## config.mk

```make
export PLATFORM = sky130hd
export DESIGN_NAME = dtc_top
export DESIGN_NICKNAME = d
export VERILOG_FILES = /design/src/design/dtc_pkg.sv /design/src/design/dtc_top.sv
export VERILOG_INCLUDE_DIRS = /design/src /design/src/design
export SDC_FILE = /design/constraint.sdc
export NUM_CORES = 1
export LEC_CHECK = 0
export BUFFER_PORTS_ARGS = -buffer_cell sky130_fd_sc_hd__buf_2
export CAP_MARGIN = 40
export CORE_AREA = 2 2 108 110
export DETAILED_ROUTE_END_ITERATION = 10
export DIE_AREA = 0 0 110 112
export PLACE_DENSITY_LB_ADDON = 0.12
export SYNTH_ARGS = -nofsm -noshare
export SYNTH_HDL_FRONTEND = slang
export SYNTH_SLANG_ARGS = --single-unit
export TNS_END_PERCENT = 20
```

## constraint.sdc

```tcl
create_clock -name clk -period 5.3 [get_ports clk]
set_clock_uncertainty 0.05 [all_clocks]
set_input_delay 0.53 -clock clk [delete_from_list [all_inputs] [get_ports clk]]
set_output_delay 0.53 -clock clk [all_outputs]
set_load 0.01 [all_outputs]
```

## src/design/dtc_map.svh

```systemverilog
// Function
// RL1: Two timers, modes 0-3 plus mode 6
// RL2: Mode 0: 8-bit counter behind divide-by-32
// RL3: Mode 1: full 16-bit count
// RL4: Mode 2: low byte reloads from high byte
// RL5: Timer 1 in mode 3 holds its count
// RL6: Timer 0 mode 3 splits into two counters
// RL7: Timer 1 rate stays usable in mode 3
// RL8: Mode 6: PWM with 256-clock period
// RL9: Two mode bits plus aux bit select mode
// RL10: Control register: run bits, overflow flags, reset zero
// RL11: Mode 0 low five bits prescale, carry high
// RL12: Split high counter uses timer 1 run/flag
`ifndef DTC_MAP_SVH
`define DTC_MAP_SVH

// Register indices; byte address is four times the index
`define DTC_IDX_CONTROL    8'h88
`define DTC_IDX_MODE       8'h89
`define DTC_IDX_LOW0       8'h8a
`define DTC_IDX_LOW1       8'h8b
`define DTC_IDX_HIGH0      8'h8c
`define DTC_IDX_HIGH1      8'h8d
`define DTC_IDX_AUX_MODE   8'h8f
`define DTC_IDX_INT_STAT   8'h90
`define DTC_IDX_INT_MASK   8'h91

// Control register fields
`define DTC_BIT_OVF1       7
`define DTC_BIT_RUN1       6
`define DTC_BIT_OVF0       5
`define DTC_BIT_RUN0       4
// Mode register fields (low bit of each pair)
`define DTC_BIT_T1_MODE    4
`define DTC_BIT_T0_MODE    0
// Aux mode register fields
`define DTC_BIT_T1_MODE2   4
`define DTC_BIT_T0_MODE2   0

// Reset values
`define DTC_RST_BYTE       8'h00

// Timing: timer clock is the system clock divided by this
`define DTC_TCLK_DIV       2
// Prescaler terminal value in mode 0
`define DTC_PRESCALE_TOP   5'h1f

`endif

```

## src/design/dtc_pkg.sv

```systemverilog
package dtc_pkg;

  // Timer mode, {aux bit, mode bit1, mode bit0}
  typedef enum logic [2:0] {
    DTC_MODE0 = 3'b000,
    DTC_MODE1 = 3'b001,
    DTC_MODE2 = 3'b010,
    DTC_MODE3 = 3'b011,
    DTC_MODE6 = 3'b110
  } dtc_mode_t;

  // Whole state of the block
  typedef struct packed {
    logic        runCtl0;     // Timer 0 run
    logic        runCtl1;     // Timer 1 run
    logic        ovfFlag0;    // Timer 0 overflow
    logic        ovfFlag1;    // Timer 1 overflow
    logic [1:0]  t0ModeLo;    // Timer 0 mode bits 1:0
    logic [1:0]  t1ModeLo;    // Timer 1 mode bits 1:0
    logic        t0ModeBit2;  // Timer 0 aux mode bit
    logic        t1ModeBit2;  // Timer 1 aux mode bit
    logic [7:0]  countLow0;
    logic [7:0]  countHigh0;
    logic [7:0]  countLow1;
    logic [7:0]  countHigh1;
    logic [7:0]  divCnt;      // Timer clock divider
    logic [1:0]  intStat;     // Sticky overflow events
    logic [1:0]  intMask;     // Interrupt enables
    logic        irq;
    logic        pwm0;
    logic        pwm1;
    logic        baudTick;
    logic        dataPh;      // Bus data phase pending
    logic        dataWr;
    logic [7:0]  dataIdx;
    logic [31:0] rdata;
    logic        readyOut;
  } dtc_state_t;

endpackage : dtc_pkg

```

## src/design/dtc_top.sv

```systemverilog
`include "dtc_map.svh"

module dtc_top #(
  parameter int TCLK_DIV = `DTC_TCLK_DIV  // System clocks per timer clock, 1..256
) (
  // Clock and reset
  input  wire logic        clk,
  input  wire logic        rst,
  // AHB-Lite slave
  input  wire logic        hsel,
  input  wire logic [31:0] haddr,
  input  wire logic [1:0]  htrans,
  input  wire logic        hwrite,
  input  wire logic [2:0]  hsize,
  input  wire logic [31:0] hwdata,
  input  wire logic        hready,
  output logic             hreadyout,
  output logic             hresp,
  output logic [31:0]      hrdata,
  // Timer outputs
  output logic             irq,
  output logic             pwmOut0,
  output logic             pwmOut1,
  output logic             baudTick
);

  dtc_pkg::dtc_state_t s_q;   // Registered state
  dtc_pkg::dtc_state_t s_d;   // Next state
  logic                tick;  // One-cycle timer clock enable
  logic                busWr; // Write data phase this cycle
  dtc_pkg::dtc_mode_t  mode0;
  dtc_pkg::dtc_mode_t  mode1;

  // One step of a timer in modes 0, 1, 2 and 6; returns {overflow, high, low}
  function automatic logic [16:0] stepTimer(input dtc_pkg::dtc_mode_t m,
                                            input logic [7:0] hi,
                                            input logic [7:0] lo);
    logic       ov;
    logic [7:0] h;
    logic [7:0] l;
    ov = 1'b0;
    h  = hi;
    l  = lo;
    case (m)
      dtc_pkg::DTC_MODE0: begin
        // Low five bits prescale by 32, upper three stay put
        if (lo[4:0] == `DTC_PRESCALE_TOP) begin // [RL2] [RL11]
          l[4:0] = 5'h00;
          ov     = (hi == 8'hff);
          h      = hi + 8'h01;
        end else begin
          l[4:0] = lo[4:0] + 5'h01;
        end
      end
      dtc_pkg::DTC_MODE1: begin
        ov     = ({hi, lo} == 16'hffff); // [RL3]
        {h, l} = {hi, lo} + 16'h0001;
      end
      dtc_pkg::DTC_MODE2: begin
        // Reload from high byte on wrap
        ov = (lo == 8'hff);
        l  = ov ? hi : lo + 8'h01; // [RL4]
      end
      dtc_pkg::DTC_MODE6: begin
        // Free wrap of the low byte gives a 256-clock period; high byte is duty
        ov = (lo == 8'hff);
        l  = lo + 8'h01; // [RL8]
      end
      default: begin
        // Reserved codes hold the count
        ov = 1'b0;
      end
    endcase
    return {ov, h, l};
  endfunction

  // Read view of the registers
  function automatic logic [31:0] readReg(input dtc_pkg::dtc_state_t r, input logic [7:0] idx);
    logic [7:0] v;
    v = 8'h00;
    case (idx)
      `DTC_IDX_CONTROL:  v = {r.ovfFlag1, r.runCtl1, r.ovfFlag0, r.runCtl0, 4'h0};
      `DTC_IDX_MODE:     v = {2'h0, r.t1ModeLo, 2'h0, r.t0ModeLo};
      `DTC_IDX_AUX_MODE: v = {3'h0, r.t1ModeBit2, 3'h0, r.t0ModeBit2};
      `DTC_IDX_LOW0:     v = r.countLow0;
      `DTC_IDX_HIGH0:    v = r.countHigh0;
      `DTC_IDX_LOW1:     v = r.countLow1;
      `DTC_IDX_HIGH1:    v = r.countHigh1;
      `DTC_IDX_INT_STAT: v = {6'h00, r.intStat};
      `DTC_IDX_INT_MASK: v = {6'h00, r.intMask};
      default:           v = 8'h00; // Unmapped reads as zero
    endcase
    return {24'h000000, v};
  endfunction

  // Mode decode from mode and aux mode bits
  assign mode0 = dtc_pkg::dtc_mode_t'({s_q.t0ModeBit2, s_q.t0ModeLo}); // [RL9]
  assign mode1 = dtc_pkg::dtc_mode_t'({s_q.t1ModeBit2, s_q.t1ModeLo}); // [RL9]
  assign tick  = (s_q.divCnt == 8'(TCLK_DIV - 1));
  assign busWr = s_q.dataPh & s_q.dataWr;

  // Next-state logic: timers first, then bus writes, then flags
  always_comb begin
    logic [16:0] r;
    logic [8:0]  inc;
    logic        ovf0;
    logic        ovf1;
    logic        t1Run;
    logic        t1Flag;
    logic [7:0]  wb;
    r      = 17'h00000;
    inc    = 9'h000;
    ovf0   = 1'b0;
    ovf1   = 1'b0;
    t1Flag = 1'b0;
    t1Run  = 1'b0; // Decided below once the split mode is known
    wb     = hwdata[7:0];
    s_d    = s_q;
    s_d.baudTick = 1'b0;
    s_d.divCnt   = tick ? 8'h00 : s_q.divCnt + 8'h01;

    // Timer 0
    if (mode0 == dtc_pkg::DTC_MODE3) begin
      // Split: low byte on own run bit, high byte borrows timer 1 run bit
      if (tick && s_q.runCtl0) begin // [RL6]
        inc         = {1'b0, s_q.countLow0} + 9'h001;
        s_d.countLow0 = inc[7:0];
        ovf0        = inc[8];
      end
      if (tick && s_q.runCtl1) begin // [RL6] [RL12]
        inc          = {1'b0, s_q.countHigh0} + 9'h001;
        s_d.countHigh0 = inc[7:0];
        ovf1         = inc[8];
      end
    end else if (tick && s_q.runCtl0) begin // [RL1] [RL10]
      r              = stepTimer(mode0, s_q.countHigh0, s_q.countLow0);
      s_d.countHigh0 = r[15:8];
      s_d.countLow0  = r[7:0];
      ovf0           = r[16];
    end

    // Timer 1: free-runs for the serial port while timer 0 holds its run bit
    t1Run = s_q.runCtl1 | (mode0 == dtc_pkg::DTC_MODE3);
    if (mode1 == dtc_pkg::DTC_MODE3) begin
      // Count frozen, but the prescaled rate still reaches the serial port
      s_d.baudTick = tick; // [RL5] [RL7]
    end else if (tick && t1Run) begin // [RL1]
      r              = stepTimer(mode1, s_q.countHigh1, s_q.countLow1);
      s_d.countHigh1 = r[15:8];
      s_d.countLow1  = r[7:0];
      s_d.baudTick   = r[16]; // [RL7]
      t1Flag         = r[16] & (mode0 != dtc_pkg::DTC_MODE3);
    end
    // Flag 1 comes from the split high byte or from timer 1 itself
    ovf1 = ovf1 | t1Flag; // [RL12]

    // Register writes; a software count write wins over counting
    if (busWr) begin
      case (s_q.dataIdx)
        `DTC_IDX_CONTROL: begin
          s_d.runCtl0  = wb[`DTC_BIT_RUN0]; // [RL10]
          s_d.runCtl1  = wb[`DTC_BIT_RUN1]; // [RL10]
          s_d.ovfFlag0 = wb[`DTC_BIT_OVF0];
          s_d.ovfFlag1 = wb[`DTC_BIT_OVF1];
        end
        `DTC_IDX_MODE: begin
          s_d.t0ModeLo = wb[`DTC_BIT_T0_MODE +: 2]; // [RL9]
          s_d.t1ModeLo = wb[`DTC_BIT_T1_MODE +: 2]; // [RL9]
        end
        `DTC_IDX_AUX_MODE: begin
          s_d.t0ModeBit2 = wb[`DTC_BIT_T0_MODE2]; // [RL9]
          s_d.t1ModeBit2 = wb[`DTC_BIT_T1_MODE2]; // [RL9]
        end
        `DTC_IDX_LOW0:     s_d.countLow0  = wb;
        `DTC_IDX_HIGH0:    s_d.countHigh0 = wb;
        `DTC_IDX_LOW1:     s_d.countLow1  = wb;
        `DTC_IDX_HIGH1:    s_d.countHigh1 = wb;
        `DTC_IDX_INT_STAT: s_d.intStat    = s_q.intStat & ~wb[1:0]; // Write one to clear
        `DTC_IDX_INT_MASK: s_d.intMask    = wb[1:0];
        default: begin
          // Unmapped writes are dropped
          s_d.intMask = s_d.intMask;
        end
      endcase
    end

    // Hardware set beats a software clear in the same cycle
    s_d.ovfFlag0 = s_d.ovfFlag0 | ovf0; // [RL10] [RL11]
    s_d.ovfFlag1 = s_d.ovfFlag1 | ovf1; // [RL10] [RL12]
    s_d.intStat  = s_d.intStat | {ovf1, ovf0};
    s_d.irq      = |(s_d.intStat & s_d.intMask);

    // PWM: high while the count is below the duty byte
    s_d.pwm0 = (dtc_pkg::dtc_mode_t'({s_d.t0ModeBit2, s_d.t0ModeLo}) == dtc_pkg::DTC_MODE6)
               && (s_d.countLow0 < s_d.countHigh0); // [RL8]
    s_d.pwm1 = (dtc_pkg::dtc_mode_t'({s_d.t1ModeBit2, s_d.t1ModeLo}) == dtc_pkg::DTC_MODE6)
               && (s_d.countLow1 < s_d.countHigh1); // [RL8]

    // Bus address phase; zero wait states, read data taken from next state
    s_d.readyOut = 1'b1;
    s_d.dataPh   = hsel & htrans[1] & hready;
    s_d.dataWr   = hwrite;
    s_d.dataIdx  = haddr[9:2];
    if (hsel && htrans[1] && hready && !hwrite) begin
      s_d.rdata = readReg(s_d, haddr[9:2]);
    end
  end

  // State register; everything clears on reset
  always_ff @(posedge clk or posedge rst) begin
    if (rst) begin
      s_q <= '0; // [RL10]
    end else begin
      s_q <= s_d;
    end
  end

  // Outputs straight from flops
  assign hreadyout = s_q.readyOut;
  assign hresp     = 1'b0 & s_q.readyOut;
  assign hrdata    = s_q.rdata;
  assign irq       = s_q.irq;
  assign pwmOut0   = s_q.pwm0;
  assign pwmOut1   = s_q.pwm1;
  assign baudTick  = s_q.baudTick;
endmodule // dtc_top

```

==> qor.txt <==
=================================================================================
Count of nets after finishing                                                 885
Vias after detailed routing                                                  6495
Cell area power density                                               324 nW/um^2
Crit share post-route                                                       0.854
Most used cells in the layout excluding fill and tap cells           sky130_fd_sc_hd__dfrtp_1 (77), sky130_fd_sc_hd__nor2_1 (57), sky130_fd_sc_hd__nand2_1 (57), sky130_fd_sc_hd__nand3_1 (47), sky130_fd_sc_hd__a21oi_1 (35)
TNS Setup                                                                    0 ns
Leakage component of the power                                            2.88 nW
Detailed Place HPWL                                                       15.9 mm
Max incr delay on CP                                                      0.66 ns
Synthesized area divided by synthesized cell count                      8.32 um^2
Biggest area contributors in the synthesized netlist                 sky130_fd_sc_hd__dfrtp_1 (29%), sky130_fd_sc_hd__ha_1 (4.6%), sky130_fd_sc_hd__buf_4 (3.8%)
Register clock-pin slew on the reported worst setup and hold paths        0.06 ns
Placer's final routability congestion estimate                              0.995
Maximum fanout along the worst path                                             8
RSZ-0062 raised after global routing                                           no
Worst-margin pin slew                                                    0.865 ns
CTS-repair resized insts                                                        0
WS Path Type                                                         flop to flop
Final min period                                                          4.53 ns
Global-route track usage on met1                                            0.463
Setup Slack @ Placement                                                  0.869 ns
Hold bufs inserted after CTS                                                    0
Die Y                                                                      112 um
Post-synth top area share                                                   0.294
Top flip-flop cell by instance count after synthesis                 sky130_fd_sc_hd__dfrtp_1
Dominant cell type by count on the critical path                     sky130_fd_sc_hd__ha_1
Maximum level of the CTS H-tree                                                 3
Global-route met3 utilization                                              0.0585
Number of fill cells                                                          967
Largest area contributor in the synthesized netlist                  sky130_fd_sc_hd__dfrtp_1
Residual DRC                                                                    0
CP Capture Type                                                              flop
Via count of the first global-routing pass                                   6182
Count of cells along the worst register-to-register path                       13
Placed cell area                                                        6660 um^2
Clk Latency, worst-skew pair                                              0.36 ns
Post-layout total power                                                   2.26 mW
Worst-path cell chain                                                ha_1, and3_1, ha_1, or4b_2, nor3_2, a31oi_1, a31o_1, a31oi_1, inv_1, ha_1, and4_1, and4_1, a2111oi_0
Width of the die                                                           110 um
Final instance area                                                     6990 um^2
Remaining global-route overflow                                                 0
Startpoint kind of the worst setup timing path                               flop
Core Rows                                                                      39
Pin count of the biggest net entering global routing                           49
Mapped cell area                                                        6560 um^2
Met2 Usage GRT                                                              0.557
Via count normalized by instance count                                       6.95
Wire length of the first global-routing pass                              33.6 mm
Count of cell instances traversed by the critical path                         13
Starting density of the core                                                0.587
Status                                                               finished, final reports clean
DIE AREA                                                               12300 um^2
Most common cell after layout, fill and taps aside                   sky130_fd_sc_hd__dfrtp_1
Share of synthesized flip-flops with an asynchronous set or reset            1.00
EDFF count, synth                                                               0
Part of the Yosys area used for sequential elements                         0.294
FF/Latch Area                                                           1930 um^2
Number of antenna violations at the first check in global routing               0
Critical-path cell with the highest stage delay                      sky130_fd_sc_hd__or4b_2
Synthesis-to-finish area growth                                             6.53%
Maxcap violations                                                               0
Average wire per standard cell                                            22.4 um
TritonCTS clock tree                                                         done
Number of endpoints with negative hold slack in the final report                0
Clock net sink count                                                           77
Hold Path Class                                                      input pin to async pin
Standard cell core area                                                11200 um^2
Flop and latch count out of synthesis                                          77
Gr usage total                                                              0.359
Worst slew slack as a fraction of its limit                                 0.418
Count of synthesis-stage warnings from yosys                                    0
Wire length after detailed routing                                        21.0 mm
Buffer count from post-CTS setup fixing                                         0
Number of DRC markers after the initial detailed-route iteration              606
Worst voltage drop across the vdd grid                                   0.233 mV
Buf+Inv Stages, Crit Path                                                       1
Worst Setup Slack, final                                                 0.773 ns
Required arrival time at the worst endpoint                               5.45 ns
Inserted Clock Buffers                                                          9
Antenna diode instance count                                                    0
Largest delay share family, worst path                               simple AND/OR/NAND/NOR gates
Number of max-slew violations in the final report                               0
Worst Path Arrival                                                        4.67 ns
Count of mapped cells out of synthesis                                        788
Count of input and output buffers                                              34
Total I/O pin count                                                           112
FMAX                                                                      221 MHz
Number of iterations in the first detailed-routing pass                         7
Most Crowded Layer GR                                                        met2
Netlist cell types                                                             91
Clock Tree Root                                                      sky130_fd_sc_hd__clkbuf_16
Multi-input gate area                                                   4170 um^2
Fraction of layout instances using a drive strength above 1                 0.129
ANT nets after route                                                            0
Number of failing setup endpoints in the final timing report                    0
Buffer depth of the longest clock path                                          2
=================================================================================
==> tightest hold or removal path, stage by stage <==
cell	delay (ns)
sky130_fd_sc_hd__buf_2	0.10
sky130_fd_sc_hd__clkinv_2	0.03
sky130_fd_sc_hd__buf_4	0.35
==> metrics by stage <==
step | hold slack (ns) | instances | util
4_1_cts | 0.200 | 935 | 0.625
5_1_grt | 0.233 | 935 | 0.625
3_3_place_gp | 0.421 | 916 | 0.592
6_report | 0.190 | 935 | 0.625
2_1_floorplan | 0.403 | 812 | -
3_5_place_dp | 0.427 | 919 | 0.596
==> cell type report <==
cell class / instances / area share
Clock buffer: 10 / 0.0328
Multi-Input combinational cell: 625 / 0.597
Timing Repair Buffer: 46 / 0.0405
Clock inverter: 6 / 0.0134
Inverter: 28 / 0.0152
Tap cell: 143 / 0.0256
Sequential cell: 77 / 0.276
==> worst paths after layout <==
kind,startpoint,to,slack [ns]
min in group clk,hwrite,s_q[41],0.24
worst min register to register,s_q[51],s_q[51],0.43
worst max register to register,s_q[83],pwmOut0,0.77
max in group asynchronous,rst,s_q[88],4.44
worst max-delay path,s_q[83],pwmOut0,0.77
worst min-delay path,rst,hreadyout,0.19
==> cell usage after synthesis (16+ instances only) <==
cell type	number
sky130_fd_sc_hd__nand4_1	24
sky130_fd_sc_hd__nor3_1	16
sky130_fd_sc_hd__clkbuf_1	40
sky130_fd_sc_hd__inv_1	28
sky130_fd_sc_hd__nand3_1	47
sky130_fd_sc_hd__o21ai_0	31
sky130_fd_sc_hd__buf_4	33
sky130_fd_sc_hd__xnor2_1	20
sky130_fd_sc_hd__dfrtp_1	77
sky130_fd_sc_hd__ha_1	24
sky130_fd_sc_hd__nor2_1	57
sky130_fd_sc_hd__a21oi_1	35
sky130_fd_sc_hd__nand2_1	57
sky130_fd_sc_hd__and3_1	18
==> logic make-up after synthesis <==
kind of cell,count (synthesis),share of synthesized area
and+or+nand+nor,330,0.289
AOI/OAI and AO/OA,200,0.218
buffers and inverters,110,0.0853
DFF,77,0.294
xor gates and xnor gates,25,0.0334
adders and majority gates,24,0.0458
muxes,20,0.0334
other,2,0.00115
==> report_power, final <==
part	internal (mW)	switching (mW)	total (mW)
logic	0.292	0.442	0.734
clock network	0.417	0.267	0.684
registers	0.664	0.182	0.846
total	1.37	0.891	2.26
==> routing by layer <==
layer  routed length, um  share of wire  vias to the layer above
li1                    -              -                     2926
met1                8220           0.39                     3089
met2                9790           0.47                      391
met3                1720          0.082                       89
met4                1250          0.060                        0
met5                   0              0                        -
==> state kept, by name, indices dropped and copies added (netlist names) <==
register,flops
irq,1
hrdata,8
s_q,58
pwmOut1,1
hreadyout,1
pwmOut0,1
mode0,3
baudTick,1
mode1,3
(Power assumes the default switching activity.)
